## src/hw/ssp_defs.vh

```
// Constants for the synchronous serial port: formats, sizes, timing.
// Assumes inclusion by the port module only; definitions only.
//
// Contract
// - Prescale divides system clock by even 2..254
// - Further divide by one plus rate field
// - Transmit store sixteen bits, eight entries deep
// - Empty slave sends eighth older word, else zero
// - Received words registered into eight-entry store
// - DMA requests for both stores, empty request
// - Four interrupt sources ORed into one line
// - Mask one passes a source, zero blocks
// - Raw and masked status both readable
// - Frame length four to sixteen, MSB first
// - Time-out when clock idle and data held
// - SPI and half-duplex select active low
// - Frame pulse one period; drive rise, latch fall
// - Half-duplex eight-bit message, then slave reply
// - Pulse format idle: clock, select low, data off
// - Pulse format: select pulse, load, MSB next
// - Pulse format: shift on rise, latch on fall
// - Polarity bit sets SPI clock idle level
// - Phase bit picks first or second capture edge
`ifndef SSP_DEFS_VH
`define SSP_DEFS_VH
`define FMT_SPI         2'h0
`define FMT_PULSE       2'h1
`define FMT_HALF        2'h2
`define FIFO_DEPTH      8
`define FIFO_AW         3
`define DATA_W          16
`define CTRL_MSG_BITS   5'h08
`define PRESCALE_MIN    8'h02
`define TIMEOUT_BITS    32
`define SYS_CLK_HZ      10000000
`define TIMEOUT_NS      3200
`define TIMEOUT_CYC     ((`TIMEOUT_NS * (`SYS_CLK_HZ / 1000000) + 999) / 1000)
`define TX_LEVEL_LOW    4'h4
`define RX_LEVEL_HIGH   4'h4
`endif

```

## src/hw/sync_serial_port.v

```verilog
// Synchronous serial port: master/slave, three frame formats, 8x16 FIFOs.
// Assumes software-side ports are synchronous to clk_sys; pins are async.
`timescale 1ns/1ps
`include "ssp_defs.vh"
module sync_serial_port
(
   input  wire        clk_sys,
   input  wire        rst,
   input  wire        port_enable,
   input  wire        slave_mode,
   input  wire [1:0]  frame_format,
   input  wire [3:0]  data_size_m1,
   input  wire        clock_polarity_bit,
   input  wire        clock_phase_bit,
   input  wire [7:0]  prescale_divisor,
   input  wire [7:0]  clock_rate_field,
   input  wire [3:0]  interrupt_mask_register,
   input  wire [1:0]  dma_control_register,
   input  wire        tx_wr,
   input  wire [15:0] tx_wdata,
   input  wire        rx_rd,
   output reg  [15:0] rx_rdata,
   output wire        tx_full,
   output wire        rx_empty,
   input  wire        overrun_clear,
   input  wire        timeout_clear,
   output wire [3:0]  raw_interrupt_status,
   output wire [3:0]  masked_interrupt_status,
   output wire        irq,
   output wire        dma_tx_req,
   output wire        dma_rx_req,
   output reg         serial_bit_clock_o,
   output reg         serial_bit_clock_oe,
   input  wire        serial_bit_clock_i,
   output reg         frame_select_line_o,
   output reg         frame_select_line_oe,
   input  wire        frame_select_line_i,
   output reg         serial_transmit_line,
   output reg         serial_transmit_oe,
   input  wire        serial_receive_line
);
   localparam ST_IDLE = 2'h0;
   localparam ST_LEAD = 2'h1;
   localparam ST_BITS = 2'h2;
   localparam ST_TAIL = 2'h3;

   // Ring store doubles as history, so an empty slave replays old words
   reg  [15:0] tx_mem [0:7];
   reg  [15:0] rx_mem [0:7];
   reg  [2:0]  tx_wp_q, tx_rp_q, rx_wp_q, rx_rp_q;
   reg  [3:0]  tx_cnt_q, rx_cnt_q;
   reg  [7:0]  hist_q;
   reg  [1:0]  st_q;
   reg  [15:0] pre_cnt_q;
   reg         tick;
   reg         phase_q;
   reg  [4:0]  bit_q;
   reg  [15:0] tx_sh_q, rx_sh_q;
   reg  [4:0]  len_q;
   reg         ovr_q, tmo_q;
   reg  [31:0] idle_cnt_q;
   reg  [2:0]  sck_s, fss_s, rxd_s;
   reg         sck_q, fss_q, rxd_q;
   reg         push_rx;
   reg  [15:0] push_val;
   wire        tx_empty = (tx_cnt_q == 4'h0);
   wire        rx_full  = (rx_cnt_q == `FIFO_DEPTH);
   wire        do_pop   = rx_rd & ~rx_empty;
   wire        do_wr    = tx_wr & ~tx_full;
   wire        master   = port_enable & ~slave_mode;
   wire        spi_like = (frame_format != `FMT_PULSE);
   wire        idle_lvl = (frame_format == `FMT_SPI) ? clock_polarity_bit
                                                       : 1'b0;
   wire [4:0]  word_len = {1'b0, data_size_m1} + 5'h01;
   reg         tx_pop;
   reg  [2:0]  tx_src;

   assign tx_full  = (tx_cnt_q == `FIFO_DEPTH);
   assign rx_empty = (rx_cnt_q == 4'h0);

   always @(posedge clk_sys)
      if (do_wr)
         tx_mem[tx_wp_q] <= tx_wdata;
   always @(posedge clk_sys)
      if (rst)
      begin
         tx_wp_q  <= 3'h0;
         tx_rp_q  <= 3'h0;
         tx_cnt_q <= 4'h0;
         hist_q   <= 8'h00;
      end
      else
      begin
         if (do_wr)
         begin
            tx_wp_q <= tx_wp_q + 3'h1;
            hist_q[tx_wp_q] <= 1'b1;
         end
         if (tx_pop & ~tx_empty)
            tx_rp_q <= tx_rp_q + 3'h1;
         tx_cnt_q <= tx_cnt_q + {3'h0, do_wr} - {3'h0, tx_pop & ~tx_empty};
      end

   always @*
   begin
      tx_src = tx_empty ? tx_wp_q : tx_rp_q;
   end
   wire [15:0] tx_word = (tx_empty & ~hist_q[tx_src]) ? 16'h0000
                                                         : tx_mem[tx_src];

   always @(posedge clk_sys)
      if (push_rx & ~rx_full)
         rx_mem[rx_wp_q] <= push_val;
   always @(posedge clk_sys)
      if (rst)
      begin
         rx_wp_q  <= 3'h0;
         rx_rp_q  <= 3'h0;
         rx_cnt_q <= 4'h0;
         rx_rdata <= 16'h0000;
         ovr_q    <= 1'b0;
      end
      else
      begin
         if (push_rx & ~rx_full)
            rx_wp_q <= rx_wp_q + 3'h1;
         if (do_pop)
         begin
            rx_rp_q  <= rx_rp_q + 3'h1;
            rx_rdata <= rx_mem[rx_rp_q];
         end
         rx_cnt_q <= rx_cnt_q + {3'h0, push_rx & ~rx_full} - {3'h0, do_pop};
         // Set wins over clear
         if (push_rx & rx_full)
            ovr_q <= 1'b1;
         else if (overrun_clear)
            ovr_q <= 1'b0;
      end

   // Three-stage pin sampling; change accepted when stages 2 and 3 agree
   always @(posedge clk_sys)
      if (rst)
      begin
         sck_s <= 3'h0;
         fss_s <= 3'h7;
         rxd_s <= 3'h0;
         sck_q <= 1'b0;
         fss_q <= 1'b1;
         rxd_q <= 1'b0;
      end
      else
      begin
         sck_s <= {sck_s[1:0], serial_bit_clock_i};
         fss_s <= {fss_s[1:0], frame_select_line_i};
         rxd_s <= {rxd_s[1:0], serial_receive_line};
         if (sck_s[1] == sck_s[2])
            sck_q <= sck_s[2];
         if (fss_s[1] == fss_s[2])
            fss_q <= fss_s[2];
         if (rxd_s[1] == rxd_s[2])
            rxd_q <= rxd_s[2];
      end

   // half-bit tick
   // Half period is prescale*(1+rate)/2 cycles; prescale assumed even
   wire [15:0] half_div = ({8'h00, prescale_divisor} *
                           ({8'h00, clock_rate_field} + 16'h0001)) >> 1;
   always @(posedge clk_sys)
      if (rst | (st_q == ST_IDLE))
      begin
         pre_cnt_q <= 16'h0000;
         tick      <= 1'b0;
      end
      else if (pre_cnt_q + 16'h0001 >= half_div)
      begin
         pre_cnt_q <= 16'h0000;
         tick      <= 1'b1;
      end
      else
      begin
         pre_cnt_q <= pre_cnt_q + 16'h0001;
         tick      <= 1'b0;
      end

   reg  sck_prev_q;
   wire sck_rise = sck_q & ~sck_prev_q;
   wire sck_fall = ~sck_q & sck_prev_q;
   always @(posedge clk_sys)
      if (rst)
         sck_prev_q <= 1'b0;
      else
         sck_prev_q <= sck_q;

   // Sample and launch edges for slave side; phase, polarity
   wire s_first = clock_polarity_bit ? sck_fall : sck_rise;
   wire s_secnd = clock_polarity_bit ? sck_rise : sck_fall;
   wire s_cap   = (frame_format == `FMT_PULSE) ? sck_fall :
                  (clock_phase_bit ? s_secnd : s_first);
   wire s_lnch  = (frame_format == `FMT_PULSE) ? sck_rise :
                  (clock_phase_bit ? s_first : s_secnd);

   // Transfer engine
   always @(posedge clk_sys)
      if (rst)
      begin
         st_q <= ST_IDLE;
         phase_q <= 1'b0;
         bit_q <= 5'h00;
         tx_sh_q <= 16'h0000;
         rx_sh_q <= 16'h0000;
         len_q <= 5'h00;
         tx_pop <= 1'b0;
         push_rx <= 1'b0;
         push_val <= 16'h0000;
         serial_bit_clock_o <= 1'b0;
         frame_select_line_o <= 1'b1;
         serial_transmit_line <= 1'b0;
      end
      else
      begin
         tx_pop  <= 1'b0;
         push_rx <= 1'b0;
         if (!port_enable)
         begin
            st_q <= ST_IDLE;
            serial_bit_clock_o <= idle_lvl;
            frame_select_line_o <= spi_like;
         end
         else if (master)
            case (st_q)
               ST_IDLE:
               begin
                  serial_bit_clock_o <= idle_lvl;
                  frame_select_line_o <= spi_like;
                  if (!tx_empty)
                  begin
                     // message takes the low eight bits
                     tx_sh_q <= (frame_format == `FMT_HALF) ?
                                tx_word << 5'h08 :
                                tx_word << (5'h10 - word_len);
                     tx_pop  <= 1'b1;
                     len_q   <= (frame_format == `FMT_HALF) ? `CTRL_MSG_BITS
                                                            : word_len;
                     bit_q   <= 5'h00;
                     phase_q <= 1'b0;
                     st_q    <= ST_LEAD;
                     // select low; pulse format raises it later
                     frame_select_line_o <= 1'b0;
                  end
               end
               ST_LEAD:
                  if (tick)
                  begin
                     phase_q <= ~phase_q;
                     if (phase_q)
                     begin
                        st_q <= ST_BITS;
                        // MSB first; pulse format waits a rise
                        if (spi_like)
                           serial_transmit_line <= tx_sh_q[15];
                     end
                     // pulse starts with the clock rise
                     else if (!spi_like)
                        frame_select_line_o <= 1'b1;
                     if (!spi_like)
                        serial_bit_clock_o <= ~serial_bit_clock_o;
                  end
               ST_BITS:
                  if (tick)
                  begin
                     phase_q <= ~phase_q;
                     serial_bit_clock_o <= ~serial_bit_clock_o;
                     // Capture samples just before its own edge, so data
                     // launched half a period earlier has cleared the pins
                     if (phase_q != ((frame_format == `FMT_PULSE) ? 1'b1 :
                                     clock_phase_bit))
                     begin
                        // Launch edge
                        if (bit_q != 5'h00)
                        begin
                           tx_sh_q <= tx_sh_q << 1;
                           serial_transmit_line <= tx_sh_q[14];
                        end
                        // pulse ends, MSB on the first rise
                        else if (!spi_like)
                        begin
                           frame_select_line_o <= 1'b0;
                           serial_transmit_line <= tx_sh_q[15];
                        end
                     end
                     else
                     begin
                        rx_sh_q <= {rx_sh_q[14:0], rxd_q};
                        bit_q   <= bit_q + 5'h01;
                        if (bit_q + 5'h01 == len_q)
                        begin
                           if (frame_format == `FMT_HALF &&
                               len_q == `CTRL_MSG_BITS &&
                               word_len != `CTRL_MSG_BITS)
                           begin
                              len_q <= word_len;
                              bit_q <= 5'h00;
                           end
                           else
                              st_q <= ST_TAIL;
                        end
                     end
                  end
               default:
                  if (tick)
                  begin
                     // Clock returns to idle before select is released
                     serial_bit_clock_o <= idle_lvl;
                     if (serial_bit_clock_o == idle_lvl)
                     begin
                        frame_select_line_o <= spi_like;
                        push_rx  <= 1'b1;
                        push_val <= rx_sh_q &
                                    ((16'h0001 << word_len) - 16'h0001);
                        st_q     <= ST_IDLE;
                     end
                  end
            endcase
         else
         begin
            // Slave: follow external clock and select
            if ((spi_like & fss_q) | (~spi_like & fss_q & (st_q == ST_IDLE)))
            begin
               bit_q <= 5'h00;
               st_q  <= ST_BITS;
               tx_sh_q <= tx_word << (5'h10 - word_len);
               tx_pop  <= spi_like ? 1'b0 : 1'b1;
               serial_transmit_line <= tx_word[data_size_m1];
            end
            if (spi_like & ~fss_q & (st_q == ST_IDLE))
               st_q <= ST_BITS;
            if (s_cap)
            begin
               rx_sh_q <= {rx_sh_q[14:0], rxd_q};
               bit_q   <= bit_q + 5'h01;
               if (bit_q + 5'h01 == word_len)
               begin
                  push_rx  <= 1'b1;
                  push_val <= {rx_sh_q[14:0], rxd_q} &
                              ((16'h0001 << word_len) - 16'h0001);
                  bit_q    <= 5'h00;
                  tx_pop   <= 1'b1;
                  tx_sh_q  <= tx_word << (5'h10 - word_len);
               end
            end
            if (s_lnch)
            begin
               serial_transmit_line <= tx_sh_q[15];
               if (bit_q != 5'h00)
                  tx_sh_q <= tx_sh_q << 1;
            end
         end
      end

   always @*
   begin
      serial_bit_clock_oe  = master;
      frame_select_line_oe = master;
      serial_transmit_oe   = port_enable & (st_q != ST_IDLE) &
                             (spi_like | master | ~fss_q);
   end

   always @(posedge clk_sys)
      if (rst)
      begin
         idle_cnt_q <= 32'h00000000;
         tmo_q      <= 1'b0;
      end
      else
      begin
         if ((st_q != ST_IDLE) | rx_empty | sck_rise | sck_fall)
            idle_cnt_q <= 32'h00000000;
         else if (idle_cnt_q != `TIMEOUT_CYC)
            idle_cnt_q <= idle_cnt_q + 32'h00000001;
         if (!rx_empty && idle_cnt_q + 32'h00000001 == `TIMEOUT_CYC)
            tmo_q <= 1'b1;
         else if (timeout_clear)
            tmo_q <= 1'b0;
      end

   // sources: tx service, rx service, time-out, overrun
   assign raw_interrupt_status = {ovr_q, tmo_q,
                                  rx_cnt_q >= `RX_LEVEL_HIGH,
                                  tx_cnt_q <= `TX_LEVEL_LOW};
   assign masked_interrupt_status = raw_interrupt_status &
                                    interrupt_mask_register;
   assign irq = |masked_interrupt_status;
   assign dma_tx_req = dma_control_register[1] & ~tx_full;
   assign dma_rx_req = dma_control_register[0] & ~rx_empty;
endmodule // sync_serial_port

```

## config.mk

```make
export PLATFORM = sky130hd
export DESIGN_NAME = sync_serial_port
export DESIGN_NICKNAME = d
export VERILOG_FILES = /design/src/hw/sync_serial_port.v
export VERILOG_INCLUDE_DIRS = /design/src /design/src/hw
export SDC_FILE = /design/constraint.sdc
export NUM_CORES = 1
export LEC_CHECK = 0
export BUFFER_PORTS_ARGS = -buffer_cell sky130_fd_sc_hd__buf_2
export CORE_MARGIN = 3
export CORE_UTILIZATION = 50
export CTS_BUF_LIST = sky130_fd_sc_hd__clkbuf_4 sky130_fd_sc_hd__clkbuf_8 sky130_fd_sc_hd__clkbuf_16
export DETAILED_ROUTE_END_ITERATION = 16
export GPL_TIMING_DRIVEN = 0
export PLACE_DENSITY = 0.66
export SKIP_CTS_REPAIR_TIMING = 1
export SLEW_MARGIN = 10
export SYNTH_ARGS = -nofsm -noshare
export SYNTH_HDL_FRONTEND = slang
export SYNTH_SLANG_ARGS = --single-unit
export TNS_END_PERCENT = 50
```

## constraint.sdc

```tcl
create_clock -name clk_sys -period 12.42 [get_ports clk_sys]
set_input_delay 1.242 -clock clk_sys [delete_from_list [all_inputs] [get_ports clk_sys]]
set_output_delay 1.242 -clock clk_sys [all_outputs]
set_load 0.005 [all_outputs]
```

==> reports/results.txt <==
Fin. Hold Viols - 0
Vias in the first global route - 15.7k
Kind of cell adding the most delay to the critical path - adder cells
Placer Congestion - 0.911
Synth top area share - 33.9%
Tcrit/Tclk final - 64.2%
Slowest stage delay, CP - 600 ps
Post-Synthesis Cells - 2055
Setup Viol. Count Final - 0
Clock slew at reported path FFs - 60 ps
Starting density of the core - 50.9%
Async S/R FF share, synth - 0%
Power, Total - 4190 uW
Die Wd - 219 um
Min Tclk post-route - 7980 ps
H-tree lvl count - 2
Cell area after synthesis - 22600 um2
DRC marker count from the first detailed-route iteration - 1261
WS Path Type - in2reg
Avg Cell Area, Syn - 11.0 um2
Num CTS Buffers - 46
Worst-path fanout max - 10
Pre-antenna DRT Iters - 6
Diodes inserted - 0
Routed WL per cell - 18.9 um
Largest cells by area after synthesis - edfxtp_1, dfxtp_1, mux2i_1
Flops & latches, synth - 430
Area delta synth->final - 13.5%
First-pass GRT wire length - 85400 um
Post-synthesis sequential area ratio - 49.3%
Clock Latency Late Sink - 580 ps
GRT Total Usage - 22.5%
Die H - 219 um
Vias per cell - 5.66
Largest net degree at the start of global routing - 16
Initial antenna violation count - 0
RSZ-0062 raised after global routing - false
Crit end category - flip-flop
Critical Path RT - 12920 ps
Clock root buffer - clkbuf_16
Power per cell area - 163 nW/um2
Peak VDD IR - 119 uV
Dpl hpwl - 39300 um
Worst Max-Slew Pin Slew - 1180 ps
Clock Skew - 20.2 ps
Total Die Area - 47900 um2
Max Clk Rate - 125 MHz
Share of cells above drive strength 1 - 12.8%
Crit path max-delay cell type - xor2_1
Ports - 92
Post-Syn Nets - 2242
Startpoint types - input pin
Commonest non-fill, non-tap cell in the layout - edfxtp_1
Top FF cell, synth - edfxtp_1
TritonCTS clock tree - built
Status - complete, no violations
Routed WL - 53600 um
Deepest clock path buffer count - 3
Max Cap Viol - 0
LEAKAGE - 0.00939 uW
Buffers on Ports - 90
Detail Route Antenna Nets - 0
Synth warn - 0
Final #Nets - 2398
TNS Setup - 0 ps
CP most frequent cell - fa_1
DRC errors left - 0
Cell variety after synth - 72
Core area - 44500 um2
Pins Over Slew Limit - 0
Worst R2R Setup Slack - 7300 ps
EDFF count, synth - 256
Total gr overflow - 0
Vias - 16.1k
CP bufs+invs - 5
Row count - 77
CTS sink count - 430
Type of the worst min-delay path - reg2reg
Max-slew headroom - 21.0%
Post-synth top area cell - edfxtp_1
Most frequent cells in the layout - edfxtp_1, nor2_1, dfxtp_1
Critical path arrival - 8470 ps
-- area by class of cell --
class                   count  area, um2
fillers                  3760      18800
flip-flops and latches    430      11200
multi-input cells        1423      10700
clock buffers              61       1310
well taps                 592        741
repair buffers            108        691
plain buffers              96        455
inverters                 106        398
clock inverters            25        263
-- through the flow --
stage	utilization, %	setup slack (ps)	area (um2)	std cells	hold WS, ps
final	57.7	4440	25700	2841	418
after global routing	57.7	3950	25700	2841	449
after CTS	57.7	4430	25700	2841	423
after detailed placement	54.2	3860	24100	2755	409
after global placement	53.6	3930	23800	2737	398
after floorplan	-	4990	22600	2055	389
-- cells in the mapped netlist (5+ instances only) --
master / count
edfxtp_1: 256
o31ai_1: 5
nand3_1: 47
nor2_1: 202
a32o_1: 5
a2111oi_0: 6
mux2i_1: 121
buf_1: 11
and3_1: 14
mux4_2: 44
ha_1: 87
dfxtp_1: 174
clkbuf_1: 66
nor4_1: 11
nor2b_1: 79
a31oi_1: 16
xor2_1: 55
buf_4: 12
mux2_2: 9
a21o_1: 22
o21a_1: 5
inv_1: 104
buf_6: 5
a21oi_1: 113
fa_1: 43
a221oi_1: 12
nor3b_1: 5
nand4_1: 14
nand2_1: 162
o21bai_1: 6
xnor2_1: 47
a32oi_1: 5
a311oi_1: 9
nand2b_1: 25
or2_2: 7
nor3_1: 37
a22oi_1: 10
o21ai_0: 54
and2_1: 35
a211oi_1: 42
or3_1: 12
-- cells by family (layout without fill, tap and decap cells) --
group | after synthesis | in the layout | share of synthesized area (%)
simple gates | 669 | 669 | 14.2
flops | 430 | 430 | 49.3
compound gates | 347 | 347 | 9.93
buf+inv | 202 | 396 | 3.77
mux | 174 | 174 | 10.2
fa+ha+maj | 130 | 130 | 8.61
xor+xnor | 102 | 102 | 3.94
other cells | 1 | 1 | 0.0166
-- per-layer routing --
layer | wire, um | share of wire (%) | vias to the layer above | global-route usage [%]
li1 | - | - | 7709 | -
met1 | 22900 | 43 | 7771 | 29.1
met2 | 26300 | 49 | 467 | 38.7
met3 | 2590 | 4.8 | 122 | 3.17
met4 | 1720 | 3.2 | 0 | 7.89
met5 | 0 | 0 | - | 0
-- final timing paths --
check / end / cells past startpoint / startpoint
setup / recovery: pre_cnt_q[11]$_SDFF_PP0_ / 29 / clock_rate_field[0]
hold / removal: fss_s[1]$_SDFF_PP1_ / 1 / fss_s[0]$_SDFF_PP1_
setup reg to reg: serial_transmit_line$_SDFFE_PP0P_ / 13 / tx_cnt_q[2]$_SDFF_PP0_
hold reg to reg: fss_s[1]$_SDFF_PP1_ / 1 / fss_s[0]$_SDFF_PP1_
-- sequential cells by signal, summed over array words and instances (netlist names), 3 cells and up --
| signal | flops |
|---|---|
| rx_sh_q | 16 |
| len_q | 5 |
| rx_cnt_q | 4 |
| rx_rdata | 16 |
| fss_s | 3 |
| tx_wp_q | 3 |
| tx_rp_q | 3 |
| idle_cnt_q | 32 |
| tx_cnt_q | 4 |
| tx_mem | 128 |
| pre_cnt_q | 16 |
| rx_mem | 128 |
| hist_q | 8 |
| sck_s | 3 |
| rxd_s | 3 |
| bit_q | 5 |
| rx_wp_q | 3 |
| tx_sh_q | 16 |
| rx_rp_q | 3 |
| push_val | 16 |
-- report_power, final --
group	switching, uW	internal, uW	total, uW
clock network	546	850	1400
registers	38.0	1570	1610
logic	691	489	1180
total	1280	2910	4190
No activity file was read; power rests on OpenSTA's default activity.
